**src/wdt_defs.sv**
```systemverilog
// Shared constants and types for the window watchdog, plus its tick divider.
// Assumes a single 100 MHz clock and a synchronous active-high reset.
`timescale 1ns/1ps

package wdt_pkg;
  // Clock and time base
  localparam int CLK_PERIOD_NS = 10;
  localparam int TICK_NS = 100000;
  localparam int TICK_CYCLES = TICK_NS / CLK_PERIOD_NS;
  localparam int TICK_US = TICK_NS / 1000;
  localparam int TW = 20;
  // Factory window, selects both high
  localparam int WIN_LO_11_US = 800000;
  localparam int WIN_UP_11_US = 1600000;
  // Factory window, selects both low: lower rounds down, upper rounds up
  localparam int WIN_LO_00_US = 25900;
  localparam int WIN_UP_00_US = 46800;
  localparam logic [TW-1:0] WIN_LO_11_TICKS = TW'(WIN_LO_11_US / TICK_US);
  localparam logic [TW-1:0] WIN_UP_11_TICKS = TW'((WIN_UP_11_US + TICK_US - 1) / TICK_US);
  localparam logic [TW-1:0] WIN_LO_00_TICKS = TW'(WIN_LO_00_US / TICK_US);
  localparam logic [TW-1:0] WIN_UP_00_TICKS = TW'((WIN_UP_00_US + TICK_US - 1) / TICK_US);
  // Factory fault hold time
  localparam int HOLD_MS = 200;
  localparam logic [TW-1:0] HOLD_TICKS = TW'((HOLD_MS * 1000 + TICK_US - 1) / TICK_US);
  // Reset values
  localparam logic [TW-1:0] CNT_RST = 20'h00000;
  localparam logic [23:0] RAMP_RST = 24'h000000;

  typedef enum logic [1:0] {DLY_OPEN, DLY_PULLUP, DLY_CAP} delay_mode_type;

  typedef struct packed {
    logic enabled;
    logic [TW-1:0] lower;
    logic [TW-1:0] upper;
  } window_cfg_type;
endpackage : wdt_pkg

module wdt_tick_gen #(
  parameter int TICK_CYCLES = wdt_pkg::TICK_CYCLES
) (
  // Clock and reset
  input wire logic clk_in,
  input wire logic sys_rst_in,
  // Restart the tick period
  input wire logic clr_in,
  // One-cycle pulse per time base period
  output logic tick_out
);
  logic [31:0] div_ff;
  logic [31:0] nxt_div;
  logic nxt_tick;
  logic tick_ff;

  // Divider wraps at the period; clear aligns ticks to state changes
  always_comb
  begin
    nxt_tick = 1'b0;
    nxt_div = div_ff + 32'h00000001;
    if (clr_in)
    begin
      nxt_div = 32'h00000000;
    end
    else if (div_ff == 32'(TICK_CYCLES - 1))
    begin
      nxt_div = 32'h00000000;
      nxt_tick = 1'b1;
    end
  end

  always_ff @(posedge clk_in)
  begin
    if (sys_rst_in)
    begin
      div_ff <= 32'h00000000;
      tick_ff <= 1'b0;
    end
    else
    begin
      div_ff <= nxt_div;
      tick_ff <= nxt_tick;
    end
  end

  assign tick_out = tick_ff;
endmodule : wdt_tick_gen

```
**src/window_watchdog_timer.sv**
```systemverilog
// Window watchdog: kick edge checking, fault hold timing, open-drain fault pin.
// Assumes all inputs synchronous to clk_in; capacitor pins are modelled digitally.
//
// Contract
// - With the delay pin open the fault hold lasts the factory 200 ms.
// - A missing kick past the timeout asserts the fault output for the hold time.
// - Once the hold time ends the fault output is released and stays high while kicks land inside the window.
// - A kick before the lower bound or after the upper bound causes a fault.
// - Factory window with both selects high is 800 ms lower and 1.6 s upper.
// - Factory window with both selects low has lower at most 25.9 ms and upper at least 46.8 ms.
// - Hold time is set by capacitor, pull-up or open pin, the latter two giving the factory delay.
// - With a capacitor the hold ends after an initial delay plus a constant-current ramp to threshold.
// - The window may come from a capacitor instead of the factory options.
`timescale 1ns/1ps

module window_watchdog_timer #(
  parameter int TICK_CYCLES = wdt_pkg::TICK_CYCLES,
  parameter int FACT01_LO_US = 100000,
  parameter int FACT01_UP_US = 200000,
  parameter int INIT_US = 1000,
  parameter int RW = 24
) (
  // Clock and reset
  input wire logic clk_in,
  input wire logic sys_rst_in,
  // Kick from the monitored controller, falling edge counts
  input wire logic kick_input_in,
  // Window selection
  input wire logic window_select_lo_in,
  input wire logic window_select_hi_in,
  input wire logic window_cap_present_in,
  input wire logic [wdt_pkg::TW-1:0] window_cap_upper_in,
  // Reset delay selection and capacitor model
  input wire wdt_pkg::delay_mode_type reset_delay_mode_in,
  input wire logic [RW-1:0] reset_delay_cap_step_in,
  input wire logic [RW-1:0] reset_delay_cap_thresh_in,
  // Open-drain fault pin
  output logic fault_output_n_out,
  output logic fault_output_oe_out
);
  localparam logic [wdt_pkg::TW-1:0] WIN_LO_01_TICKS = wdt_pkg::TW'(FACT01_LO_US / wdt_pkg::TICK_US);
  localparam logic [wdt_pkg::TW-1:0] WIN_UP_01_TICKS =
    wdt_pkg::TW'((FACT01_UP_US + wdt_pkg::TICK_US - 1) / wdt_pkg::TICK_US);
  localparam logic [wdt_pkg::TW-1:0] INIT_TICKS = wdt_pkg::TW'((INIT_US + wdt_pkg::TICK_US - 1) / wdt_pkg::TICK_US);

  typedef enum logic {ST_WATCH, ST_FAULT} state_type;

  wdt_pkg::window_cfg_type cfg;
  logic [wdt_pkg::TW+1:0] cap3;
  state_type state_ff;
  state_type nxt_state;
  logic [wdt_pkg::TW-1:0] win_cnt_ff;
  logic [wdt_pkg::TW-1:0] nxt_win_cnt;
  logic [wdt_pkg::TW-1:0] hold_cnt_ff;
  logic [wdt_pkg::TW-1:0] nxt_hold_cnt;
  logic [RW-1:0] ramp_ff;
  logic [RW-1:0] nxt_ramp;
  logic kick_prev_ff;
  logic nxt_kick_prev;
  logic kick_fall;
  logic tick;
  logic tick_clr;
  logic early;
  logic late;
  logic hold_done;

  // Window bounds from pins; select lo high with hi low disables watching
  always_comb
  begin
    cap3 = {2'b00, window_cap_upper_in} * 22'h000003;
    cfg.enabled = 1'b1;
    cfg.lower = wdt_pkg::CNT_RST;
    cfg.upper = wdt_pkg::CNT_RST;
    if (window_select_lo_in && !window_select_hi_in)
    begin
      cfg.enabled = 1'b0;
    end
    else if (window_cap_present_in)
    begin
      cfg.upper = window_cap_upper_in;
      if (!window_select_lo_in && !window_select_hi_in)
        cfg.lower = window_cap_upper_in >> 3;
      else if (!window_select_lo_in)
        cfg.lower = cap3[wdt_pkg::TW+1:2];
      else
        cfg.lower = window_cap_upper_in >> 1;
    end
    else if (window_select_lo_in && window_select_hi_in)
    begin
      cfg.lower = wdt_pkg::WIN_LO_11_TICKS;
      cfg.upper = wdt_pkg::WIN_UP_11_TICKS;
    end
    else if (!window_select_lo_in && !window_select_hi_in)
    begin
      cfg.lower = wdt_pkg::WIN_LO_00_TICKS;
      cfg.upper = wdt_pkg::WIN_UP_00_TICKS;
    end
    else
    begin
      cfg.lower = WIN_LO_01_TICKS;
      cfg.upper = WIN_UP_01_TICKS;
    end
  end

  // Time base; restarted on every state change so holds are exact
  wdt_tick_gen #(
    .TICK_CYCLES(TICK_CYCLES)
  ) u_tick (
    .clk_in(clk_in),
    .sys_rst_in(sys_rst_in),
    .clr_in(tick_clr),
    .tick_out(tick)
  );

  // Kick edge and window checks
  always_comb
  begin
    nxt_kick_prev = kick_input_in;
    kick_fall = kick_prev_ff && !kick_input_in;
    early = kick_fall && (win_cnt_ff < cfg.lower);
    late = win_cnt_ff >= cfg.upper;
  end

  // Hold end: factory count, or initial delay then ramp reaching threshold
  always_comb
  begin
    if (reset_delay_mode_in == wdt_pkg::DLY_CAP)
      hold_done = (hold_cnt_ff >= INIT_TICKS) && (ramp_ff >= reset_delay_cap_thresh_in);
    else
      hold_done = tick && (hold_cnt_ff == wdt_pkg::HOLD_TICKS - 20'h00001);
  end

  // Main state and counters
  always_comb
  begin
    nxt_state = state_ff;
    nxt_win_cnt = win_cnt_ff;
    nxt_hold_cnt = hold_cnt_ff;
    nxt_ramp = ramp_ff;
    tick_clr = 1'b0;
    case (state_ff)
      ST_WATCH:
      begin
        if (!cfg.enabled)
        begin
          nxt_win_cnt = wdt_pkg::CNT_RST;
        end
        else if (early || late)
        begin
          nxt_state = ST_FAULT;
          nxt_hold_cnt = wdt_pkg::CNT_RST;
          nxt_ramp = wdt_pkg::RAMP_RST;
          tick_clr = 1'b1;
        end
        else if (kick_fall)
        begin
          nxt_win_cnt = wdt_pkg::CNT_RST;
          tick_clr = 1'b1;
        end
        else if (tick)
        begin
          nxt_win_cnt = win_cnt_ff + 20'h00001;
        end
      end
      ST_FAULT:
      begin
        // Kick edges are not looked at here
        if (hold_done)
        begin
          nxt_state = ST_WATCH;
          nxt_win_cnt = wdt_pkg::CNT_RST;
          tick_clr = 1'b1;
        end
        else if (tick)
        begin
          if (hold_cnt_ff != {wdt_pkg::TW{1'b1}})
            nxt_hold_cnt = hold_cnt_ff + 20'h00001;
          // Constant current: equal voltage step per tick after the initial delay
          if (reset_delay_mode_in == wdt_pkg::DLY_CAP && hold_cnt_ff >= INIT_TICKS)
            nxt_ramp = (ramp_ff > ~reset_delay_cap_step_in) ? {RW{1'b1}} : ramp_ff + reset_delay_cap_step_in;
        end
      end
      default:
      begin
        nxt_state = ST_WATCH;
      end
    endcase
  end

  always_ff @(posedge clk_in)
  begin
    if (sys_rst_in)
    begin
      state_ff <= ST_WATCH;
      win_cnt_ff <= wdt_pkg::CNT_RST;
      hold_cnt_ff <= wdt_pkg::CNT_RST;
      ramp_ff <= wdt_pkg::RAMP_RST;
      kick_prev_ff <= 1'b0; // Low: a line held low through reset must not look like a kick
    end
    else
    begin
      state_ff <= nxt_state;
      win_cnt_ff <= nxt_win_cnt;
      hold_cnt_ff <= nxt_hold_cnt;
      ramp_ff <= nxt_ramp;
      kick_prev_ff <= nxt_kick_prev;
    end
  end

  // Pin pulled low only while faulted; pull-up supplies the high
  assign fault_output_n_out = (state_ff != ST_FAULT);
  assign fault_output_oe_out = (state_ff == ST_FAULT);
endmodule : window_watchdog_timer

```
**config.mk**
```make
export PLATFORM = sky130hd
export DESIGN_NAME = window_watchdog_timer
export DESIGN_NICKNAME = d
export VERILOG_FILES = /design/src/wdt_defs.sv /design/src/window_watchdog_timer.sv
export SDC_FILE = /design/constraint.sdc
export NUM_CORES = 1
export LEC_CHECK = 0
export BUFFER_PORTS_ARGS = -buffer_cell sky130_fd_sc_hd__buf_2
export CAP_MARGIN = 20
export CORE_MARGIN = 3
export CORE_UTILIZATION = 37
export CTS_BUF_LIST = sky130_fd_sc_hd__clkbuf_8
export DETAILED_ROUTE_END_ITERATION = 10
export PLACE_DENSITY = 0.52
export REMOVE_ABC_BUFFERS = 1
export SYNTH_ARGS = -nofsm -noshare
export SYNTH_HDL_FRONTEND = slang
export SYNTH_SLANG_ARGS = --single-unit
```
**constraint.sdc**
```tcl
create_clock -name clk_in -period 10.1 [get_ports clk_in]
set_input_delay 0.505 -clock clk_in [delete_from_list [all_inputs] [get_ports clk_in]]
set_output_delay 0.505 -clock clk_in [all_outputs]
set_load 0.01 [all_outputs]
```
==> impl_results.md <==
- End of the critical path: hold_cnt_ff[3]
- Die X: 162 um
- Finish-stage setup viols: 0
- Skew-Pair Late Insertion Delay: 0.38 ns
- Setup Fix Bufs, Post-CTS: 0
- Peak VDD IR: 0.0000449 V
- Final hold violation count: 0
- Startpoint Class: input port
- Worst Setup SP: window_cap_upper_in[3]
- First-pass GRT wire length: 41400 um
- Synth area leaders: dfxtp_1 (22%), ha_1 (16%), nand2_1 (5.3%)
- Reg clk slew, reported paths: 0.11 ns
- Yosys Warn Count: 0
- Die Height: 162 um
- CTS Root Cell: clkbuf_8
- Top Ports: 78
- Ratio of cells with drive above 1 in the final layout: 0.0962
- Storage cell area: 1980 um2
- Vias in the first global route: 8189
- Synthesized area: 9050 um2
- Core box area: 23800 um2
- Layout area overhead: 9.41%
- Initial Util: 0.381
- RR Endpoint: ramp_ff[23]
- Crit Path Class: in -> reg
- CTS H-tree lvls: 3
- FMAX: 187 MHz
- Reg2reg path depth: 9
- Setup TNS: 0 ns
- Pwr Density: 88.5 nW/um2
- Port buffer count: 77
- Placed inst area: 9670 um2
- Ys flop type: dfxtp_1
- Initial antenna violation count: 0
- Crit path max fanout: 20
- Final worst-path cycle share: 0.530
- Cts hold-fix bufs: 0
- Hold Crit Class: in -> reg
- Synth area leader: dfxtp_1
- WL/cell: 16.0 um
- Row count: 56
- Residual DRC count: 0
- Synth unique cells: 70
- CTS sink count: 99
- Required @ worst endpoint: 10.34 ns
- # nets final: 1435
- Via count: 8732
- Leakage Power: 4.28 nW
- Reg-to-reg setup timing slack: 6.64 ns
- Fin worst setup slack: 4.74 ns
- CP most frequent cell: a21o_1
- Critical Path Stages: 18
- Placer Congestion: 0.837
- Worst-margin pin slew: 0.873 ns
- GRT Util Overall: 0.188
- Crit-path cells: buf_2 > ha_1 > nor3_1 > a2111oi_0 > a211oi_1 > a221oi_1 > a211o_1 > xnor2_1 > o211ai_1 > o211ai_1 > ha_1 > a21o_1 > a21o_1 > a211o_1 > a41o_1 > o21ai_1 > a21o_1 > a311oi_1
- Clock buffer count from CTS: 9
- Post-route cell area: 9900 um2
- DRT antenna net count: 0
- Final HPWL DP: 19200 um
- Critical path's slowest cell: a2111oi_0
- Clock buffer depth: 2
- Fin crit period: 5.36 ns
- Post-synth ARST share: 0
- Worst Clk Skew: 0.0119 ns
- Multi-input logic area: 6610 um2
- Total gr overflow: 0
- Crit path capture type: flip-flop
- Post-Synthesis Cells: 1193
- Worst Path Buf+Inv: 1
- DR pass1 iterations: 6
- Fill cells: 2467
- Critical path's top delay family: compound AO/OA/AOI/OAI gates
- Slowest Stage Delay on Critical Path: 0.69 ns
- Slew Viols, Final: 0
- Drt total wl: 25000 um
- RSZ-0062 raised after global routing: no
- Post-CTS sizing: 0
- Max transition margin: 0.415
- Post-synth EDFFs: 0
- Flops & latches, synth: 99
- Max-cap violations: 0
- Post-synth top area share: 0.219
- Critical path arrival: 5.60 ns
- Die area: 26400 um2
- Diodes inserted: 0
- Status: completed
- DR iter-0 viols: 585
- Vias/cell: 5.58
- Avg Cell Area, Syn: 7.58 um2
- Setup slack at placement: 4.34 ns
- CTS tree: built
- Seq/Total Area, Yosys: 0.219
- RR Startpoint: ramp_ff[23]
- Largest net degree at the start of global routing: 41
[how the worst min path moves through the flow]
stage | depth (start not counted) | to | from
after floorplan | 1 | u_tick.div_ff[0] | u_tick.div_ff[0]
after global routing | 2 | kick_prev_ff | kick_input_in
after CTS | 2 | kick_prev_ff | kick_input_in
after detailed placement | 1 | u_tick.div_ff[0] | u_tick.div_ff[0]
after global placement | 1 | u_tick.div_ff[0] | u_tick.div_ff[0]
final | 2 | kick_prev_ff | kick_input_in
[kinds of logic (layout without fill, tap and decap cells)]
logic type	count (synthesis)	count (layout)	synth area share
flops	99	99	0.219
xor+xnor	59	59	0.0571
simple gates	440	440	0.237
mux	3	3	0.00332
fa+ha+maj	117	117	0.163
buf+inv	115	169	0.0508
compound gates	360	360	0.270
[synthesized netlist by cell type (5+ instances only)]
library cell    n
a211oi_1       15
a21boi_0        5
a21o_1         25
a21oi_1        68
a311oi_1       11
a31o_2          6
a31oi_1        24
and2_1          7
and3_1         27
and4_1          7
buf_2           7
clkbuf_1       32
dfxtp_1        99
ha_1          115
inv_1          70
nand2_1       127
nand2b_1       17
nand3_1        42
nand4_1        33
nor2_1        103
nor2b_1         9
nor3_1         22
nor4_1         17
o211ai_1       30
o21a_1         17
o21ai_0        83
o311ai_0        8
o31ai_1         8
o41ai_1         6
or2_2           5
or3_1           7
or4_1           6
xnor2_1        26
xor2_1         33
[stage by stage]
step | instances | total power, W | hold WS [ns] | utilization
CTS | 1565 | 0.000890 | 0.370 | 0.416
global route | 1566 | 0.000928 | 0.400 | 0.417
finish | 1566 | 0.000876 | 0.382 | 0.417
global placement | 1549 | 0.000596 | 0.446 | 0.407
floorplan | 1148 | 0.000530 | 0.426 | -
detailed placement | 1549 | 0.000596 | 0.454 | 0.407
[report_power, final]
part / internal (W) / switching [W]
Sequential: 0.000392 / 0.00000140
Combinational: 0.0000758 / 0.000118
Clock: 0.000123 / 0.000166
[cell usage in the layout, fill, tap and decap left out, types with 25 or more instances in the layout]
cell      synthesis  layout
nand2_1         127     127
ha_1            115     115
nor2_1          103     102
dfxtp_1          99      99
o21ai_0          83      83
buf_2             7      77
inv_1            70      70
a21oi_1          68      68
nand3_1          42      42
xor2_1           33      33
nand4_1          33      33
o211ai_1         30      30
and3_1           27      27
xnor2_1          26      26
a21o_1           25      25
[flip-flops by register name (all words and copies together) (netlist names)]
signal,count
kick_prev_ff,1
win_cnt_ff,20
hold_cnt_ff,20
fault_output_oe_out,1
u_tick.tick_out,1
ramp_ff,24
u_tick.div_ff,32
[layer usage]
metal | up-vias | GRT usage | wire [um]
met3 | 25 | 0.0188 | 979
li1 | 4544 | - | -
met4 | 0 | 0.0512 | 461
met5 | - | 0 | 0
met2 | 187 | 0.305 | 11100
met1 | 3976 | 0.268 | 12400
[final cells by class]
cell class / instances / share of cell area
Multi-Input combinational cell: 979 / 0.668
Sequential cell: 99 / 0.200
Tap cell: 319 / 0.0403
Clock buffer: 9 / 0.0125
Inverter: 70 / 0.0265
Timing Repair Buffer: 83 / 0.0435
Clock inverter: 7 / 0.00923
(Power assumes the default switching activity.)
